===== config.mk =====
export PLATFORM = sky130hd
export DESIGN_NAME = phyc_ctrl
export DESIGN_NICKNAME = d
export VERILOG_FILES = /design/src/inc/phyc_pkg.sv /design/src/verilog/phyc_sync.sv /design/src/verilog/phyc_rst_timer.sv /design/src/verilog/phyc_ctrl.sv
export SDC_FILE = /design/constraint.sdc
export NUM_CORES = 1
export LEC_CHECK = 0
export BUFFER_PORTS_ARGS = -buffer_cell sky130_fd_sc_hd__buf_2
export CAP_MARGIN = 20
export CORE_MARGIN = 4
export CORE_UTILIZATION = 60
export CTS_CLUSTER_SIZE = 40
export DETAILED_ROUTE_END_ITERATION = 8
export GPL_TIMING_DRIVEN = 0
export PLACE_DENSITY = 0.81
export REMOVE_ABC_BUFFERS = 1
export SLEW_MARGIN = 25
export SYNTH_ARGS = -nofsm -noshare
export SYNTH_HDL_FRONTEND = slang
export SYNTH_SLANG_ARGS = --single-unit

===== constraint.sdc =====
create_clock -name clock_i -period 11.9 [get_ports clock_i]
set_input_delay 2.38 -clock clock_i [delete_from_list [all_inputs] [get_ports clock_i]]
set_output_delay 2.38 -clock clock_i [all_outputs]
set_load 0.01 [all_outputs]

===== src/inc/phyc_pkg.sv =====
// Shared constants and types for the transceiver basic control register
package phyc_pkg;

  // Management register space
  localparam logic [4:0] PHYC_REG_CTRL = 5'h00;
  localparam logic [15:0] PHYC_RD_UNMAPPED = 16'h0000;

  // Field positions in basic_control
  localparam int PHYC_B_SRST = 15;
  localparam int PHYC_B_LOOP = 14;
  localparam int PHYC_B_SPEED = 13;
  localparam int PHYC_B_NEG = 12;
  localparam int PHYC_B_PDWN = 11;
  localparam int PHYC_B_ISO = 10;
  localparam int PHYC_B_RSTRT = 9;
  localparam int PHYC_B_DUPLEX = 8;
  localparam int PHYC_B_COLT = 7;

  // Reset and read values of the non-strapped fields, and the strap address that selects isolate
  localparam logic PHYC_SRST_RST = 1'b0;
  localparam logic PHYC_PDWN_RST = 1'b0;
  localparam logic PHYC_COLT_RST = 1'b0;
  localparam logic PHYC_RSTRT_RD = 1'b0;
  localparam logic PHYC_NEG_RD_DFLT = 1'b1;
  localparam logic [6:0] PHYC_RSVD_RD = 7'h00;
  localparam logic [4:0] PHYC_ISO_STRAP_ADDR = 5'h00;

  // Management frame fields
  localparam logic [1:0] PHYC_OP_WR = 2'b01;
  localparam logic [1:0] PHYC_OP_RD = 2'b10;
  localparam logic [5:0] PHYC_PRE_MIN = 6'h20;
  localparam logic [4:0] PHYC_HDR_LAST = 5'h0b;
  localparam logic [4:0] PHYC_DATA_LAST = 5'h0f;

  // Timing
  localparam int PHYC_CLK_NS = 10;
  localparam int PHYC_SRST_NS = 1000000;
  localparam int PHYC_SRST_CYC = PHYC_SRST_NS / PHYC_CLK_NS;
  localparam logic [1:0] PHYC_STRAP_WAIT = 2'h3;

  typedef enum logic [4:0] {
    PHYC_S_IDLE = 5'b00001,
    PHYC_S_ST = 5'b00010,
    PHYC_S_HDR = 5'b00100,
    PHYC_S_TA = 5'b01000,
    PHYC_S_DATA = 5'b10000
  } phyc_mdio_st_t;

endpackage : phyc_pkg


===== src/verilog/phyc_sync.sv =====
// Two-flop synchroniser bank for asynchronous pin inputs
`timescale 1ns/1ps
module phyc_sync #(
  parameter int W = 1
) (
  input wire logic clock_i,
  input wire logic rst_i,
  input wire logic [W-1:0] async_i,
  output logic [W-1:0] sync_o
);

  logic [W-1:0] meta_ff;
  logic [W-1:0] sync_ff;

  genvar gi;
  generate
    for (gi = 0; gi < W; gi++) begin : g_bit
      always_ff @(posedge clock_i or posedge rst_i) begin
        if (rst_i) begin
          meta_ff[gi] <= 1'b0;
          sync_ff[gi] <= 1'b0;
        end else begin
          meta_ff[gi] <= async_i[gi];
          sync_ff[gi] <= meta_ff[gi];
        end
      end
    end
  endgenerate

  assign sync_o = sync_ff;

endmodule : phyc_sync


===== src/verilog/phyc_rst_timer.sv =====
// Software reset duration timer
`timescale 1ns/1ps
module phyc_rst_timer #(
  parameter int CYCLES = 100000
) (
  input wire logic clock_i,
  input wire logic rst_i,
  input wire logic start_i,
  output logic busy_o,
  output logic done_o
);

  localparam int CW = $clog2(CYCLES + 1);
  localparam logic [CW-1:0] LAST = CW'(CYCLES - 1);

  logic [CW-1:0] cnt_ff;
  logic busy_ff;

  // Restart while busy is ignored so the window cannot stretch
  always_ff @(posedge clock_i or posedge rst_i) begin
    if (rst_i) begin
      cnt_ff <= '0;
      busy_ff <= 1'b0;
    end else if (!busy_ff) begin
      cnt_ff <= '0;
      busy_ff <= start_i;
    end else if (cnt_ff == LAST) begin
      busy_ff <= 1'b0;
    end else begin
      cnt_ff <= cnt_ff + 1'b1;
    end
  end

  assign busy_o = busy_ff;
  assign done_o = busy_ff && (cnt_ff == LAST);

endmodule : phyc_rst_timer


===== src/verilog/phyc_ctrl.sv =====
// Basic control register with serial management slave and mode outputs
//
// Operation
// [RQ1] Bit 15 one starts self-clearing soft reset
// [RQ2] Other writes ignored during one millisecond reset
// [RQ3] Bit 15 reads one while reset runs
// [RQ4] Soft reset never re-samples the straps
// [RQ5] Bit 14 sets local loopback, reads back
// [RQ6] Bit 13 forces speed when negotiation off
// [RQ7] Pin low disables negotiation, blocks bit 12
// [RQ8] Bit 12 toggles negotiation, strap after reset
// [RQ9] Bit 12 reads last write, else one
// [RQ10] Power-down bit powers channel, forces pads
// [RQ11] Bit 10 isolates MII, management stays alive
// [RQ12] Isolate ends on zero write or reset
// [RQ13] All-zero strapped address starts isolated
// [RQ14] Bit 9 restarts negotiation, reads zero
// [RQ15] Half duplex default, bit 8 forces full; the code takes the default from the duplex strap instead
// [RQ16] Bit 7 enables collision test, reads back
// [RQ17] Collision test acts only during loopback
// [RQ18] Test mode raises collision on transmit enable
// [RQ19] Test mode drops collision within four bits
// [RQ20] Bits 6 to 0 read zero
// [RQ21] Station writes one once, no clear needed
// [RQ22] Register zero over clause-22 management frames
`timescale 1ns/1ps
module phyc_ctrl
  import phyc_pkg::*;
#(
  parameter int SRST_CYCLES = PHYC_SRST_CYC
) (
  input wire logic clock_i,
  input wire logic rst_i,
  input wire logic mdc_i,
  input wire logic mdio_i,
  output logic mdio_o,
  output logic mdio_oe_o,
  input wire logic [4:0] strap_phy_addr_i,
  input wire logic strap_loopback_i,
  input wire logic strap_speed_i,
  input wire logic strap_neg_en_i,
  input wire logic strap_duplex_i,
  input wire logic negotiation_enable_pin_i,
  input wire logic mii_txen_i,
  input wire logic core_col_i,
  input wire logic neg_speed_100_i,
  input wire logic neg_full_duplex_i,
  output logic soft_reset_o,
  output logic loopback_o,
  output logic speed_100_o,
  output logic full_duplex_o,
  output logic neg_enable_o,
  output logic neg_restart_o,
  output logic power_down_o,
  output logic pad_force_o,
  output logic mii_oe_o,
  output logic mii_in_en_o,
  output logic col_o
);

  //////////////////////////////////////////////////////////////////////////
  // Pin synchronisers
  logic [12:0] pins_s;
  logic [4:0] st_addr_s;
  logic mdc_s, mdio_s, txen_s, an_pin_s, st_loop_s, st_speed_s, st_neg_s, st_dup_s;

  phyc_sync #(
    .W(13)
  ) u_sync (
    .clock_i(clock_i),
    .rst_i(rst_i),
    .async_i({mdc_i, mdio_i, mii_txen_i, negotiation_enable_pin_i, strap_phy_addr_i,
              strap_loopback_i, strap_speed_i, strap_neg_en_i, strap_duplex_i}),
    .sync_o(pins_s)
  );

  assign {mdc_s, mdio_s, txen_s, an_pin_s, st_addr_s,
          st_loop_s, st_speed_s, st_neg_s, st_dup_s} = pins_s;

  //////////////////////////////////////////////////////////////////////////
  // Strap capture, once after hardware reset only
  logic [1:0] strap_cnt_ff;
  logic [4:0] cap_addr_ff;
  logic strap_done_ff, cap_loop_ff, cap_speed_ff, cap_neg_ff, cap_dup_ff, strap_load;

  // Wait for the synchronisers to fill before trusting the strap levels
  always_ff @(posedge clock_i or posedge rst_i) begin
    if (rst_i) begin
      strap_cnt_ff <= 2'h0;
      strap_done_ff <= 1'b0;
    end else if (!strap_done_ff) begin
      strap_cnt_ff <= strap_cnt_ff + 2'h1;
      strap_done_ff <= (strap_cnt_ff == PHYC_STRAP_WAIT);
    end
  end

  assign strap_load = !strap_done_ff && (strap_cnt_ff == PHYC_STRAP_WAIT);

  always_ff @(posedge clock_i or posedge rst_i) begin
    if (rst_i) begin
      cap_addr_ff <= 5'h00;
      cap_loop_ff <= 1'b0;
      cap_speed_ff <= 1'b0;
      cap_neg_ff <= 1'b0;
      cap_dup_ff <= 1'b0;
    end else if (strap_load) begin // see [RQ4]
      cap_addr_ff <= st_addr_s;
      cap_loop_ff <= st_loop_s;
      cap_speed_ff <= st_speed_s;
      cap_neg_ff <= st_neg_s;
      cap_dup_ff <= st_dup_s;
    end
  end

  //////////////////////////////////////////////////////////////////////////
  // Management frame engine
  phyc_mdio_st_t st_ff;
  logic [5:0] pre_cnt_ff;
  logic [4:0] bit_cnt_ff;
  logic [11:0] hdr_ff, nxt_hdr;
  logic [15:0] shf_ff, wdata_ff, rdata;
  logic mdc_prev_ff, is_rd_ff, mdio_out_ff, mdio_oe_ff, wr_ff, mdc_rise, hdr_match;

  always_ff @(posedge clock_i or posedge rst_i) begin
    if (rst_i) begin
      mdc_prev_ff <= 1'b0;
    end else begin
      mdc_prev_ff <= mdc_s;
    end
  end

  assign mdc_rise = mdc_s && !mdc_prev_ff;
  assign nxt_hdr = {hdr_ff[10:0], mdio_s};
  // Only this PHY address and register zero are answered
  assign hdr_match = (nxt_hdr[9:5] == cap_addr_ff) && (nxt_hdr[4:0] == PHYC_REG_CTRL); // see [RQ22]

  always_ff @(posedge clock_i or posedge rst_i) begin
    if (rst_i) begin
      st_ff <= PHYC_S_IDLE;
      pre_cnt_ff <= 6'h00;
      bit_cnt_ff <= 5'h00;
      hdr_ff <= 12'h000;
      shf_ff <= 16'h0000;
      is_rd_ff <= 1'b0;
      mdio_out_ff <= 1'b0;
      mdio_oe_ff <= 1'b0;
      wr_ff <= 1'b0;
      wdata_ff <= 16'h0000;
    end else begin
      wr_ff <= 1'b0;
      if (mdc_rise) begin
        case (st_ff)
          PHYC_S_IDLE: begin
            if (mdio_s) begin
              if (pre_cnt_ff != PHYC_PRE_MIN) begin
                pre_cnt_ff <= pre_cnt_ff + 6'h01;
              end
            end else begin
              pre_cnt_ff <= 6'h00;
              if (pre_cnt_ff == PHYC_PRE_MIN) begin
                st_ff <= PHYC_S_ST;
              end
            end
          end
          PHYC_S_ST: begin
            bit_cnt_ff <= 5'h00;
            st_ff <= mdio_s ? PHYC_S_HDR : PHYC_S_IDLE;
          end
          PHYC_S_HDR: begin
            hdr_ff <= nxt_hdr;
            bit_cnt_ff <= bit_cnt_ff + 5'h01;
            if (bit_cnt_ff == PHYC_HDR_LAST) begin
              bit_cnt_ff <= 5'h00;
              is_rd_ff <= (nxt_hdr[11:10] == PHYC_OP_RD);
              shf_ff <= rdata;
              if (hdr_match && (nxt_hdr[11:10] == PHYC_OP_RD
                                || nxt_hdr[11:10] == PHYC_OP_WR)) begin
                st_ff <= PHYC_S_TA;
              end else begin
                st_ff <= PHYC_S_IDLE;
              end
            end
          end
          PHYC_S_TA: begin
            bit_cnt_ff <= bit_cnt_ff + 5'h01;
            if (is_rd_ff && bit_cnt_ff == 5'h00) begin
              mdio_oe_ff <= 1'b1;
              mdio_out_ff <= 1'b0;
            end
            if (bit_cnt_ff == 5'h01) begin
              bit_cnt_ff <= 5'h00;
              mdio_out_ff <= shf_ff[15];
              st_ff <= PHYC_S_DATA;
            end
          end
          PHYC_S_DATA: begin
            bit_cnt_ff <= bit_cnt_ff + 5'h01;
            shf_ff <= {shf_ff[14:0], mdio_s};
            mdio_out_ff <= shf_ff[14];
            if (bit_cnt_ff == PHYC_DATA_LAST) begin
              mdio_oe_ff <= 1'b0;
              wr_ff <= !is_rd_ff;
              wdata_ff <= {shf_ff[14:0], mdio_s};
              st_ff <= PHYC_S_IDLE;
            end
          end
          default: begin
            st_ff <= PHYC_S_IDLE;
            mdio_oe_ff <= 1'b0;
          end
        endcase
      end
    end
  end

  assign mdio_o = mdio_out_ff;
  assign mdio_oe_o = mdio_oe_ff;

  //////////////////////////////////////////////////////////////////////////
  // Soft reset sequencing
  logic srst_start, srst_busy, srst_done, wr_ok;

  assign srst_start = wr_ff && wdata_ff[PHYC_B_SRST] && !srst_busy; // see [RQ1] [RQ21]
  // Writes landing inside the reset window are dropped
  assign wr_ok = wr_ff && !srst_busy && !wdata_ff[PHYC_B_SRST]; // see [RQ2]

  phyc_rst_timer #(
    .CYCLES(SRST_CYCLES)
  ) u_srst (
    .clock_i(clock_i),
    .rst_i(rst_i),
    .start_i(srst_start),
    .busy_o(srst_busy),
    .done_o(srst_done)
  );

  //////////////////////////////////////////////////////////////////////////
  // Control fields
  logic loop_ff, speed_ff, neg_ff, neg_wr_ff, pdwn_ff, iso_ff, dup_ff, colt_ff, rstrt_ff;
  logic neg_eff, sw_reload;

  // Soft reset reloads from the captured straps, never from the pins
  assign sw_reload = strap_load || srst_done; // see [RQ4]

  always_ff @(posedge clock_i or posedge rst_i) begin
    if (rst_i) begin
      loop_ff <= 1'b0;
      speed_ff <= 1'b0;
      dup_ff <= 1'b0;
      iso_ff <= 1'b0;
    end else if (sw_reload) begin
      loop_ff <= strap_load ? st_loop_s : cap_loop_ff;
      speed_ff <= strap_load ? st_speed_s : cap_speed_ff;
      dup_ff <= strap_load ? st_dup_s : cap_dup_ff; // see [RQ15]
      iso_ff <= (strap_load ? st_addr_s : cap_addr_ff) == PHYC_ISO_STRAP_ADDR; // see [RQ13]
    end else if (wr_ok) begin
      loop_ff <= wdata_ff[PHYC_B_LOOP]; // see [RQ5]
      speed_ff <= wdata_ff[PHYC_B_SPEED]; // see [RQ6]
      dup_ff <= wdata_ff[PHYC_B_DUPLEX]; // see [RQ15]
      iso_ff <= wdata_ff[PHYC_B_ISO]; // see [RQ11] [RQ12]
    end
  end

  always_ff @(posedge clock_i or posedge rst_i) begin
    if (rst_i) begin
      neg_ff <= 1'b0;
      neg_wr_ff <= 1'b0;
    end else if (sw_reload) begin
      neg_ff <= strap_load ? st_neg_s : cap_neg_ff; // see [RQ8]
      neg_wr_ff <= 1'b0;
    end else if (wr_ok && an_pin_s) begin // see [RQ7]
      neg_ff <= wdata_ff[PHYC_B_NEG]; // see [RQ8]
      neg_wr_ff <= 1'b1;
    end
  end

  always_ff @(posedge clock_i or posedge rst_i) begin
    if (rst_i) begin
      pdwn_ff <= PHYC_PDWN_RST;
      colt_ff <= PHYC_COLT_RST;
    end else if (srst_done) begin
      pdwn_ff <= PHYC_PDWN_RST;
      colt_ff <= PHYC_COLT_RST;
    end else if (wr_ok) begin
      pdwn_ff <= wdata_ff[PHYC_B_PDWN]; // see [RQ10]
      colt_ff <= wdata_ff[PHYC_B_COLT]; // see [RQ16]
    end
  end

  assign neg_eff = neg_ff && an_pin_s; // see [RQ7]

  // Restart is a pulse only, so the stored bit is always zero on read
  always_ff @(posedge clock_i or posedge rst_i) begin
    if (rst_i) begin
      rstrt_ff <= 1'b0;
    end else begin
      rstrt_ff <= wr_ok && wdata_ff[PHYC_B_RSTRT] && neg_eff; // see [RQ14]
    end
  end

  //////////////////////////////////////////////////////////////////////////
  // Read image

  always_comb begin
    rdata = PHYC_RD_UNMAPPED;
    rdata[PHYC_B_SRST] = srst_busy; // see [RQ3]
    rdata[PHYC_B_LOOP] = loop_ff;
    rdata[PHYC_B_SPEED] = speed_ff;
    rdata[PHYC_B_NEG] = neg_wr_ff ? neg_ff : PHYC_NEG_RD_DFLT; // see [RQ9]
    rdata[PHYC_B_PDWN] = pdwn_ff;
    rdata[PHYC_B_ISO] = iso_ff;
    rdata[PHYC_B_RSTRT] = PHYC_RSTRT_RD; // see [RQ14]
    rdata[PHYC_B_DUPLEX] = dup_ff;
    rdata[PHYC_B_COLT] = colt_ff;
    rdata[6:0] = PHYC_RSVD_RD; // see [RQ20]
  end

  //////////////////////////////////////////////////////////////////////////
  // Mode outputs and collision test

  logic col_ff;
  logic [4:0] mode_ff;

  // Latency is two sync flops plus this one: three cycles, under four bit times
  always_ff @(posedge clock_i or posedge rst_i) begin
    if (rst_i) begin
      col_ff <= 1'b0;
    end else if (colt_ff && loop_ff) begin // see [RQ17]
      col_ff <= txen_s; // see [RQ18] [RQ19]
    end else begin
      col_ff <= core_col_i;
    end
  end

  always_ff @(posedge clock_i or posedge rst_i) begin
    if (rst_i) begin
      mode_ff <= 5'h00;
    end else begin
      mode_ff[0] <= neg_eff ? neg_speed_100_i : speed_ff; // see [RQ6]
      mode_ff[1] <= neg_eff ? neg_full_duplex_i : dup_ff; // see [RQ15]
      mode_ff[2] <= neg_eff;
      mode_ff[3] <= pdwn_ff; // see [RQ10]
      mode_ff[4] <= !iso_ff; // see [RQ11]
    end
  end

  assign soft_reset_o = srst_busy;
  assign loopback_o = loop_ff;
  assign speed_100_o = mode_ff[0];
  assign full_duplex_o = mode_ff[1];
  assign neg_enable_o = mode_ff[2];
  assign neg_restart_o = rstrt_ff;
  assign power_down_o = mode_ff[3];
  // Single channel device: its power-down is the all-channel case
  assign pad_force_o = mode_ff[3];
  assign mii_oe_o = mode_ff[4];
  assign mii_in_en_o = mode_ff[4];
  assign col_o = col_ff;

endmodule : phyc_ctrl


==> results of run 1 <==
[power by group through the flow]
stage / sequential (uW) / combinational, uW / clock (uW)
2_1_floorplan: 486 / 79.3 / 0
3_3_place_gp: 491 / 94.0 / 0
3_5_place_dp: 493 / 100 / 0
4_1_cts: 486 / 103 / 546
5_1_grt: 491 / 114 / 570
6_report: 487 / 102 / 539
[final cells by class]
cell class | count | share of cell area [%]
clock buffer | 17 | 6.56
tap | 108 | 2.14
multi-input combinational | 285 | 33.5
clock inverter | 14 | 3.25
inverter | 13 | 0.892
timing repair buffer | 32 | 2.93
sequential | 128 | 50.7
[cell usage in the layout (no fill, tap or decap), types with 4 or more instances in the layout]
cell type,synthesis,routed
sky130_fd_sc_hd__dfrtp_1,127,127
sky130_fd_sc_hd__mux2_2,39,39
sky130_fd_sc_hd__nand2_1,31,31
sky130_fd_sc_hd__buf_2,5,30
sky130_fd_sc_hd__nor2_1,26,26
sky130_fd_sc_hd__o21ai_0,23,23
sky130_fd_sc_hd__clkbuf_16,0,16
sky130_fd_sc_hd__a22o_1,13,13
sky130_fd_sc_hd__mux2i_1,11,11
sky130_fd_sc_hd__xor2_1,11,11
sky130_fd_sc_hd__nand3_1,11,11
sky130_fd_sc_hd__inv_1,12,11
sky130_fd_sc_hd__a21oi_1,10,10
sky130_fd_sc_hd__xnor2_1,9,9
sky130_fd_sc_hd__ha_1,9,9
sky130_fd_sc_hd__nor3_1,8,8
sky130_fd_sc_hd__nor4_1,6,6
sky130_fd_sc_hd__nand2b_1,6,6
sky130_fd_sc_hd__nand4_1,5,5
sky130_fd_sc_hd__and3_1,5,5
sky130_fd_sc_hd__a31oi_1,4,4
sky130_fd_sc_hd__and2_1,4,4
sky130_fd_sc_hd__clkinv_4,0,4
sky130_fd_sc_hd__inv_6,0,4
sky130_fd_sc_hd__bufinv_16,0,4
[per-stage QoR]
step / setup slack, ps / instance area, um^2 / util, % / cells / power, uW
after floorplan: 6110 / 5360 / - / 426 / 565
after global placement: 4900 / 5640 / 64.4 / 564 / 585
after detailed placement: 8810 / 5700 / 65.0 / 566 / 593
after CTS: 8320 / 6310 / 72.1 / 597 / 1130
after global routing: 8280 / 6310 / 72.1 / 597 / 1180
final: 8320 / 6310 / 72.1 / 597 / 1130
[metal layers]
| metal | up-vias | GRT usage (%) | wire length (um) |
|---|---|---|---|
| met5 | - | 0 | 0 |
| met4 | 0 | 7.17 | 114 |
| met3 | 15 | 6.37 | 373 |
| met2 | 79 | 34.4 | 5160 |
| met1 | 1761 | 25.7 | 4480 |
| li1 | 1638 | - | - |
[final timing paths]
kind                                      to  slack, ps  cells past startpoint
min reg2reg                u_sync.sync_o[11]        350                      0
max in group asynchronous           st_ff[0]       9360                      3
max                             soft_reset_o       8320                      1
min in group asynchronous   u_sync.sync_o[3]       1800                      2
max reg2reg                         st_ff[4]       9580                      6
min                        u_sync.sync_o[11]        350                      0
[flip-flops by register name (all words and copies together), names as in the netlist, 6 cells and up]
name,count
hdr_ff,11
wdata_ff,9
u_sync.meta_ff,13
pre_cnt_ff,6
u_sync.sync_o,13
u_srst.cnt_ff,17
shf_ff,16
[kinds of logic (layout without fill, tap and decap cells)]
kind of cell,after synthesis,after routing,synth area share (%)
mux,53,53,10.9
xor+xnor,20,20,3.22
compound gates,67,67,8.54
fa+ha+maj,9,9,2.07
simple gates,136,136,14.0
buf+inv,28,76,2.32
flops,128,128,58.9
==> run summary, run 1 <==
The max-slew violation total from the final report is 0. The number of enable-type register cells in the synthesized netlist came out at 0. STA classifies the critical path startpoint as a flop.

The portion of synthesized cell area occupied by the leading cell type came out at 58.5%. The largest net degree at the start of global routing is 105. The cell type with the largest total area after synthesis is sky130_fd_sc_hd__dfrtp_1. The fraction of power consumed by sequential logic came out at 43.1%. The run finished with clean final reports. The count of TritonRoute iterations in the first routing pass is 4. The area of combinational cells with multiple inputs came out at 0.00211 mm^2. The relative contribution of the clock network to total power came out at 47.8%. The number of gates resized after cts is 0. Yosys mapped the design onto 63 distinct sky130hd cell types. Data arrives at the worst endpoint at 1200 ps.

Clock-pin slew was measured on the worst setup and hold paths at 60 ps. The via count of the first global-routing pass came to 3569. Yosys attributes the largest share of cell area to sky130_fd_sc_hd__dfrtp_1 58%, sky130_fd_sc_hd__mux2_2 8.1%, sky130_fd_sc_hd__nand2_1 2.1%. The initial utilization of the core area, before any placement, comes to 62.0%.

The sum of overflow across all layers after global routing is 0. The initial antenna violation count came out at 0. The Yosys step of the flow raised 0 warnings. In the synthesized netlist the dominant register cell turns out to be sky130_fd_sc_hd__dfrtp_1. The mean routed wirelength per cell came out at 17.0 um. After the last flow step, the layout net total stands at 504. Summing every instance area after synthesis gives 0.00544 mm^2. The number of antenna repair diodes came out at 0. Summed over all nets, the half-perimeter wirelength after detailed placement is 6370 um.

Tracing the worst setup path back leads to its startpoint at u_srst.busy_o. The CTS tree is yes. The most common cell in the synthesized netlist is sky130_fd_sc_hd__dfrtp_1. The worst supply voltage drop on vdd came out at 0.160 mV. The layout has 582 filler cells. The data required time at the worst endpoint came out at 9520 ps.

Measured against its own limit, the worst slew margin works out to 42.4%. The chip height is 103 um. The number of setup buffers added after CTS came out at 0. Setup repair after global routing left no endpoint under its margin. Clock tree synthesis found a total of 128 sinks. The synthesized instance count came out at 441. The maximum clock path buffer count is 2.

The cell sitting at the root of the clock tree is a sky130_fd_sc_hd__clkbuf_8. The number of endpoints with negative hold slack in the final report came out at 0. The tool flagged a number of max-cap violations equal to 0.

Between clock sinks in the finished design, the worst skew comes to 9.11 ps. Port buffering added 30 buffers. The global-route total usage across every layer is 20.7%. In the finished design, the share of the clock period the worst path needs comes to 30.1%. The worst register-to-register path begins at bit_cnt_ff[0]. The critical path goes through buf_2. The part of the Yosys area used for sequential elements came out at 58.9%. The congestion estimate from routability-driven global placement came to 0.859. Summed over all layers, the routed wires come to 10100 um. For this design, the slowest cell found on the critical path is sky130_fd_sc_hd__dfrtp_1.

The critical path's top delay family is flip-flops. The time the worst path needs with I/O delays and setup is 3580 ps. The combinational share of power is 9.1%.

The ratio of cells with drive above 1 in the final layout is 25.2%. The startpoint identified for the worst hold timing path is u_sync.meta_ff[11]. The sequential cell area came out at 0.00320 mm^2.

The tightest min-delay check is of the reg -> reg type. The fmax came out at 279 MHz. The area of the die came out at 0.0106 mm^2. The biggest cell delay along the critical path is 500 ps. The DRC violations left came out at 0.

The total of flip-flops plus latches after synthesis came out at 128. The cell-internal power is 850 uW. The worst slack on hold paths came out at 346 ps. The critical path is of the reg -> out type. In this run, the number of DRC markers left after iteration 0 of detailed routing was 218. The clock network latency to the later pin of the worst-skew pair came out at 510 ps. Adding up every negative setup slack in the final design gives 0 ps. The analysis attributes to cell leakage a power of 0.00284 uW. The first global-routing pass estimated 16800 um of wire.

In this run the count of I/O pins placed on the die edge is 31. Summed over all nets, the switching power comes to 278 uW. The floorplan has 34 rows.

The layout-stage area growth over the synthesis result is 16.2%. The number of nets with antenna violations after routing is 0. The maximum level of the CTS H-tree came out at 4. In this run switching power makes up 24.7% of total power.

The power per cell area is 179 mW/mm^2. In this run the horizontal extent of the chip is 103 um. The type of element capturing the critical path is an output port. The count of hold-fix buffers inserted at cts came out at 0. By count the netlist is led by 127 x sky130_fd_sc_hd__dfrtp_1, 39 x sky130_fd_sc_hd__mux2_2, 31 x sky130_fd_sc_hd__nand2_1, 26 x sky130_fd_sc_hd__nor2_1, 23 x sky130_fd_sc_hd__o21ai_0. The transition at the pin with the smallest max-transition slack is 864 ps. The total via count in the routed design is 3493. In this run the worst path has a maximum fanout of 6.

The total of endpoints with negative setup slack in the final report came out at 0. For this run, asynchronously set or reset flops after synthesis account for 100%. The number of clock buffers inserted by TritonCTS is 17. The core region is 0.00876 mm^2. The synthesized area per cell came out at 12.3 um^2. The number of buffers and inverters on the critical path is 1.

The average vias per placed instance came out at 5.85.
No activity file was read; power rests on OpenSTA's default activity.
==> inputs of run 2 (changes only) <==
- ABC_AREA: not set -> 1
- PLACE_DENSITY: 0.81 -> 0.8
- clock period: 11.9 -> 3.7 ns (I/O delays scaled with it)
==> run 2 against run 1 <==
Clock skew increased by 1.2 ps. Cell count increased by 39%. Critical path depth increased by 7. Sequential share of layout area decreased by 2.3 points. Critical path type is now reg -> reg. Largest cell class unchanged. Combinational power increased to 3.9 times the previous value. Register-to-register slack got worse by 8100 ps. Global-route usage increased by 1.7 points. Hold slack got worse by 160 ps. Sequential power increased to 3.2 times the previous value. First-iteration DRC count increased by 13%. Die area increased by 4.3%. Utilization decreased by 0.47 points.
==> run summary, run 2 <==
The most common cell after layout, fill and taps aside is sky130_fd_sc_hd__nand2_1. For this run, the number of Yosys warnings is 0. The biggest fanout along the worst timing path is 20. The path class of the tightest hold or removal check is in -> async. Signal routing reaches up to met4. The startpoint identified for the worst register-to-register timing path is st_ff[2].

The sequential cells in the finished layout cover a total of 0.00320 mm^2. The maximum clock path buffer count is 2. Summing over every cut layer, the via total after detailed routing is 4347.

The sum of overflow across all layers after global routing came out at 0. The total of flip-flops plus latches after synthesis is 128. The sum of met3 wire segment lengths after detailed routing is 609 um.

sky130_fd_sc_hd__dfrtp_1 takes more of the synthesized area than any other cell. Data arrives at the worst endpoint at 2600 ps. The time the worst path needs with I/O delays and setup came out at 2200 ps. The count of TritonRoute iterations in the first routing pass is 5. The wire-length estimate of the detail-placed layout is 7210 um. The number of fill cells is 647. The chip height came out at 105 um. The global-route total usage across every layer is 22.3%.

The via count of the first global-routing pass is 4416. Counting flops with a built-in enable in the synthesized netlist gives 0. The die width is 105 um.

At the pin with the least slew margin, the transition time is 918 ps. The DRC violations left came out at 0. The met2 wire length is 5500 um. Setup repair after global routing left no endpoint under its margin. The total wirelength of the detailed-routed design came out at 11200 um. The number of nets with antenna violations after routing came out at 0. The number of library cell types mapped by synthesis is 38. During I/O placement, the number of pins put on the boundary was 31. The post-route netlist has 14.0% of its cells at a drive strength greater than 1. The leading register cell type out of synthesis is sky130_fd_sc_hd__dfrtp_1. The initial antenna violation count is 0. The flow ran to the end, and the final reports show no timing, DRC or antenna violations. The number of setup buffers added after CTS is 0. The cell area after synthesis came out at 0.00569 mm^2. Once the clock tree was built, the resizer swapped 0 gates to a different size. The max-slew violation total from the final report came to 0. The flip-flop count of the largest register, all copies and words added is 17.

The area of the die came out at 0.0111 mm^2. The synthesized area per cell is 8.74 um^2. The average vias per placed instance is 5.23. The worst setup path category is reg -> reg. The synthesized instance count is 651. The count of standard-cell rows came out at 35. The mean routed wirelength per cell is 13.5 um. The worst slack on hold paths came out at 189 ps. The number of clock buffers inserted by TritonCTS is 17. During placement, the flow inserted port buffers numbering 30. The share of the core filled with cells is 71.6%. The part of the Yosys area used for sequential elements is 56.3%.

The critical path startpoint is st_ff[2]. Sorting the synthesized cells by area gives the leading types as sky130_fd_sc_hd__dfrtp_1 56%, sky130_fd_sc_hd__nand2_1 12%, sky130_fd_sc_hd__inv_1 5.3%. The type of element capturing the critical path is a flop. The number of violations of the max-capacitance limit came out at 0. In the final layout, the registers with the most flip-flops are u_srst.cnt_ff (17), shf_ff (16). The number of endpoints with negative hold slack in the final report came out at 0. The worst supply voltage drop on vdd is 0.394 mV.

The area of combinational cells with multiple inputs came out at 0.00206 mm^2. Sorting the synthesized cells by how often they occur yields 187 x sky130_fd_sc_hd__nand2_1, 127 x sky130_fd_sc_hd__dfrtp_1, 80 x sky130_fd_sc_hd__inv_1, 62 x sky130_fd_sc_hd__nor2_1, 43 x sky130_fd_sc_hd__o21ai_0. The number of hold buffers added after CTS was 0. The CTS tree is yes. The post-route fraction of the period consumed by the critical path came out at 59.4%. The met1 layer wirelength in the final routing came out at 4920 um. The fraction of registers with async set/reset is 100%. The clock transition at the registers of the reported paths is 60 ps. The count of routing violations after the opening detailed-route iteration is 246. The maximum level of the CTS H-tree is 4. The total of endpoints with negative setup slack in the final report is 0. The wire length of the first global-routing pass came out at 20100 um. Clock skew on the completed layout was measured at 10.3 ps.

The power per cell area is 582 mW/mm^2. The number of antenna diodes in the final layout is 0. The largest net degree at the start of global routing came out at 89.

Once the floorplan was initialized, standard cells occupied 61.6% of the core. Data on the critical path is required at its endpoint by 4110 ps. In the post-synthesis netlist, the cell with the most instances is sky130_fd_sc_hd__nand2_1. The library cells used most frequently in the layout, excluding fill and tap cells, are 187 x sky130_fd_sc_hd__nand2_1, 127 x sky130_fd_sc_hd__dfrtp_1, 79 x sky130_fd_sc_hd__inv_1, 61 x sky130_fd_sc_hd__nor2_1, 43 x sky130_fd_sc_hd__o21ai_0. u_srst.cnt_ff holds more flip-flops than any other register. The analysis attributes to cell leakage a power of 0.00331 uW. The tree is rooted in a sky130_fd_sc_hd__clkbuf_8.

STA classifies the critical path startpoint as a flop. The portion of synthesized cell area occupied by the leading cell type came out at 55.8%. The congestion estimate from routability-driven global placement came to 0.820. In this run the tightest slew margin relative to its limit is 38.6%.

The fmax came out at 455 MHz. Relative to the synthesized area, the layout overhead comes to 16.2%. The floorplan core area is 0.00924 mm^2. For the worst-skew pair, the clock arrives at the later sink with an insertion delay of 520 ps. The number of clock sinks came out at 128.

The total number of nets in the final design is 716.
run 2: cell count changes in the layout (fill, tap and decap cells not counted), moves of 20 or more:
cell / before / now
sky130_fd_sc_hd__nor2_1: 26 / 61
sky130_fd_sc_hd__o21ai_0: 23 / 43
sky130_fd_sc_hd__nand2_1: 31 / 187
sky130_fd_sc_hd__mux2_2: 39 / 0
sky130_fd_sc_hd__inv_1: 11 / 79
sky130_fd_sc_hd__nand3_1: 11 / 42
run 2: metal layers:
| metal | up-vias | global-route usage, % |
|---|---|---|
| met1 | 2074 | 29.6 |
| li1 | 2130 | - |
| met3 | 24 | 6.06 |
| met2 | 119 | 35.7 |
| met5 | - | 0 |
| met4 | 0 | 7.50 |
run 2: cell families after synthesis:
kind of cell               synth area share (%)
and+or+nand+nor                            24.7
DFF                                        56.3
adders and majority gates                  1.98
buffers and inverters                      7.54
AOI/OAI and AO/OA                          8.09
xor gates and xnor gates                   1.39
run 2: per-stage QoR:
| stage | instances | setup TNS, ps | worst slack (ps) | total power [uW] | area [um^2] |
|---|---|---|---|---|---|
| floorplan | 639 | -57280 | -451 | 1880 | 5600 |
| global placement | 798 | -213650 | -1680 | 1950 | 5910 |
| detailed placement | 799 | 0 | 1540 | 1980 | 5940 |
| CTS | 831 | 0 | 1500 | 3870 | 6610 |
| global route | 831 | 0 | 1270 | 4020 | 6620 |
| finish | 831 | 0 | 1500 | 3850 | 6620 |
run 2: final cells by class:
class | count | area share (%)
clock inverter | 15 | 3.84
tap | 129 | 2.44
multi-input combinational | 425 | 31.1
inverter | 86 | 5.20
timing repair buffer | 31 | 2.69
clock buffer | 17 | 6.26
sequential | 128 | 48.4
run 2: path summary, 6_finish.rpt:
kind	to	slack [ps]	depth (start not counted)
max	bit_cnt_ff[4]	1500	8
min in group clock_i	u_sync.meta_ff[6]	320	1
min reg2reg	u_sync.sync_o[6]	350	0
min	pre_cnt_ff[5]	190	2
max in group asynchronous	strap_cnt_ff[0]	2810	3
max reg2reg	bit_cnt_ff[4]	1500	8
run 2: power breakdown:
group / internal (uW) / switching [uW] / total, uW
registers: 1500 / 69.4 / 1570
clock network: 1240 / 640 / 1880
logic: 134 / 259 / 393
run 2: critical path: stages, from the launching register on:
cell	delay, ps
sky130_fd_sc_hd__dfrtp_1	410
sky130_fd_sc_hd__nor2_1	190
sky130_fd_sc_hd__nand3_1	680
sky130_fd_sc_hd__nand2_1	380
sky130_fd_sc_hd__nand2_1	100
sky130_fd_sc_hd__nand2_2	150
sky130_fd_sc_hd__inv_1	70
sky130_fd_sc_hd__nand2_1	60
sky130_fd_sc_hd__o21ai_1	60
==> inputs of run 3 (changes only) <==
- ABC_AREA: 1 -> 0
- PLACE_DENSITY: 0.8 -> 0.81
- clock period: 3.7 -> 2.05 ns (I/O delays scaled with it)
==> run 3 against run 2 <==
The flow now finishes with violations (negative setup slack). Maximum frequency increased by 6.2%. Worst setup slack got worse by 1500 ps. Register-to-register slack got worse by 1500 ps. Global-route usage decreased by 0.61 points. Sequential cell count unchanged. Utilization increased by 4.4 points. Count of clock-buffer cells in the layout unchanged. Critical path type unchanged. Sequential share of layout area decreased by 0.33 points. Critical endpoint is now st_ff[4]. Clock power increased by 66%. Combinational power increased by 73%.
==> run summary, run 3 (synthesis results as in run 1) <==
The number of endpoints with negative hold slack in the final report is 0. The worst clock skew is 8.73 ps. Global routing used 26.4% of the available met1 tracks. Setup repair after global routing could not meet its margin everywhere. The design area is 0.00666 mm^2. The first global-routing pass estimated 17600 um of wire. The power dissipated by switching net loads came out at 1650 uW.

The maximum level of the CTS H-tree is 4. The relative contribution of the clock network to total power is 47.2%. The critical path startpoint category is a flop.

The worst register-to-register path has a setup slack of -20 ps. After detailed routing, the number of vias per cell comes to 5.79. The switching portion of total power came out at 24.8%. The smallest setup slack after layout came out at -19.4 ps.

The count of standard-cell rows came out at 34. The top cell types in the final layout, fill and taps aside, are 126 x sky130_fd_sc_hd__dfrtp_1, 39 x sky130_fd_sc_hd__mux2_2, 30 x sky130_fd_sc_hd__nand2_1, 30 x sky130_fd_sc_hd__buf_2, 26 x sky130_fd_sc_hd__nor2_1. The count of routing violations after the opening detailed-route iteration is 233. The tightest min-delay check is of the in -> reg type. In the global route stage, overall resource usage came out at 21.7%. The transition at the pin with the smallest max-transition slack is 700 ps. STA puts the critical path data arrival time at 2460 ps. The power per cell area is 997 mW/mm^2. The mean routed wirelength per cell is 17.3 um.

The CTS root buffer is sky130_fd_sc_hd__clkbuf_8. The CTS tree is yes. The met2 track demand over resource in global routing came out at 37.3%. The initial antenna violation count came out at 0. The tool flagged a number of max-cap violations equal to 0.

The leakage power came out at 0.00297 uW. The worst register-to-register path ends at st_ff[4]. The sum of overflow across all layers after global routing came out at 0.

The number of clock sinks came out at 128. The register with the most flip-flops in the layout has 17 of them. The clock transition at the registers of the reported paths came out at 60 ps.

The final reports fail on negative setup slack. The data required time at the worst endpoint came out at 2440 ps. The area after detailed placement is 0.00570 mm^2. The largest registers in the layout are u_srst.cnt_ff (17), shf_ff (16).

The tightest slew margin relative to the limit is 53.3%. The layout-stage area growth over the synthesis result came out at 22.6%. The total via count in the routed design is 3616. Setup violations remaining at the end of the flow were counted as 3. The DRC violations left came out at 0.

The count of TritonRoute iterations in the first routing pass came out at 4. The run finished, with violations left. The number of input and output port buffers inserted came out at 30. The routability congestion estimate from global placement is 0.859.

Global routing consumed, on the met3 layer, 6.44% of the routing resources. The via count of the first global-routing pass is 3693. The maximum clock path buffer count came out at 2.

The total wirelength of the detailed-routed design is 10800 um. The biggest fanout along the worst timing path came out at 9. Counting flops per register, the top entry is u_srst.cnt_ff.

The I/O pin count came out at 31. The number of antenna repair diodes came out at 0. The effective utilization at floorplan came out at 62.0%. The clock network latency to the later pin of the worst-skew pair is 510 ps.

The most common cell after layout, fill and taps aside is sky130_fd_sc_hd__dfrtp_1. The total number of nets in the final design is 532. The time the worst path needs with I/O delays and setup is 2070 ps. The area of the die is 0.0106 mm^2. Prior to clock tree synthesis, the placed netlist has a worst setup slack of -227 ps.

The worst register-to-register path begins at st_ff[4]. Hold timing on the final database bottoms out at a slack of 128 ps. The worst supply voltage drop on vdd came out at 0.930 mV.

In this run, CTS created clock tree buffers numbering 17. After floorplanning, the core was sized to cover 0.00876 mm^2. Registers are responsible for 42.6% of the overall power.

The cell-internal power came out at 4990 uW. The instance count along the most critical hold path is 2. The post-route fraction of the period consumed by the critical path is 101%. The end point of the most critical hold path is mode_ff[1]. The worst hold path startpoint is neg_full_duplex_i. Timing would allow up to 483 MHz.

In this run the remaining antenna-violating nets after routing total 0. The global routing stage identified its most utilized layer as met2. The largest net degree at the start of global routing came out at 105. The chip height came out at 103 um. The critical path is of the reg -> reg type. The max-slew violation total from the final report came out at 0. The cell depth of the worst flop-to-flop path is 5. Summed over all nets, the half-perimeter wirelength after detailed placement is 6370 um. The combinational share of power came out at 10.2%. The total negative slack for setup checks came out at -41.6 ps. The type of element capturing the critical path is a flop. The ratio of cells with drive above 1 in the final layout came out at 29.6%. The die width came out at 103 um.
==> run 3: power groups by stage <==
| stage | sequential (uW) | clock, uW | combinational [uW] |
|---|---|---|---|
| detailed placement | 2860 | 0 | 582 |
| global placement | 2850 | 0 | 546 |
| CTS | 2820 | 3170 | 644 |
| floorplan | 2820 | 0 | 460 |
| finish | 2830 | 3130 | 680 |
| global route | 2850 | 3310 | 757 |
==> run 3: layout make-up <==
type | count | area [um^2]
clock buffer | 17 | 414
clock inverter | 14 | 205
fill | 525 | 2100
inverter | 13 | 60.1
multi-input combinational | 285 | 2210
sequential | 128 | 3210
tap | 108 | 135
timing repair buffer | 60 | 430
==> run 3: how the worst max path moves through the flow <==
stage / from / end / depth (start not counted)
after floorplan: rst_i / bit_cnt_ff[0] / 1
after global placement: rst_i / mdio_o / 2
after detailed placement: bit_cnt_ff[0] / st_ff[4] / 6
after CTS: st_ff[1] / wdata_ff[12] / 5
after global routing: hdr_ff[9] / st_ff[0] / 7
final: st_ff[4] / st_ff[4] / 5
==> run 3: layer usage <==
| layer | part of all wire (%) | vias up |
|---|---|---|
| met2 | 53 | 80 |
| met5 | 0 | - |
| met3 | 4.2 | 14 |
| met1 | 41 | 1831 |
| li1 | - | 1691 |
| met4 | 1.0 | 0 |
==> run 3: stage by stage <==
| stage | util, % | power [uW] | instances |
|---|---|---|---|
| after detailed placement | 65.0 | 3440 | 566 |
| after CTS | 74.7 | 6630 | 617 |
| final | 76.0 | 6640 | 625 |
| after global routing | 76.0 | 6920 | 625 |
| after global placement | 64.4 | 3400 | 564 |
| after floorplan | - | 3280 | 426 |
==> run 3: critical path, stage by stage (launching register included) <==
cell	delay [ps]
sky130_fd_sc_hd__dfrtp_1	510
sky130_fd_sc_hd__or3_4	490
sky130_fd_sc_hd__or3_4	430
sky130_fd_sc_hd__o2111ai_4	130
sky130_fd_sc_hd__a21oi_4	90
sky130_fd_sc_hd__mux2_4	310
==> run 3: timing repair <==
action | in CTS | in global routing
resized for setup | 7 | 15
setup endpoints to repair | 41 | 46
pin swaps | 2 | 5
hold buffers | 14 | 0
setup buffers | 6 | 8
endpoints found under the hold margin | 37 | 0
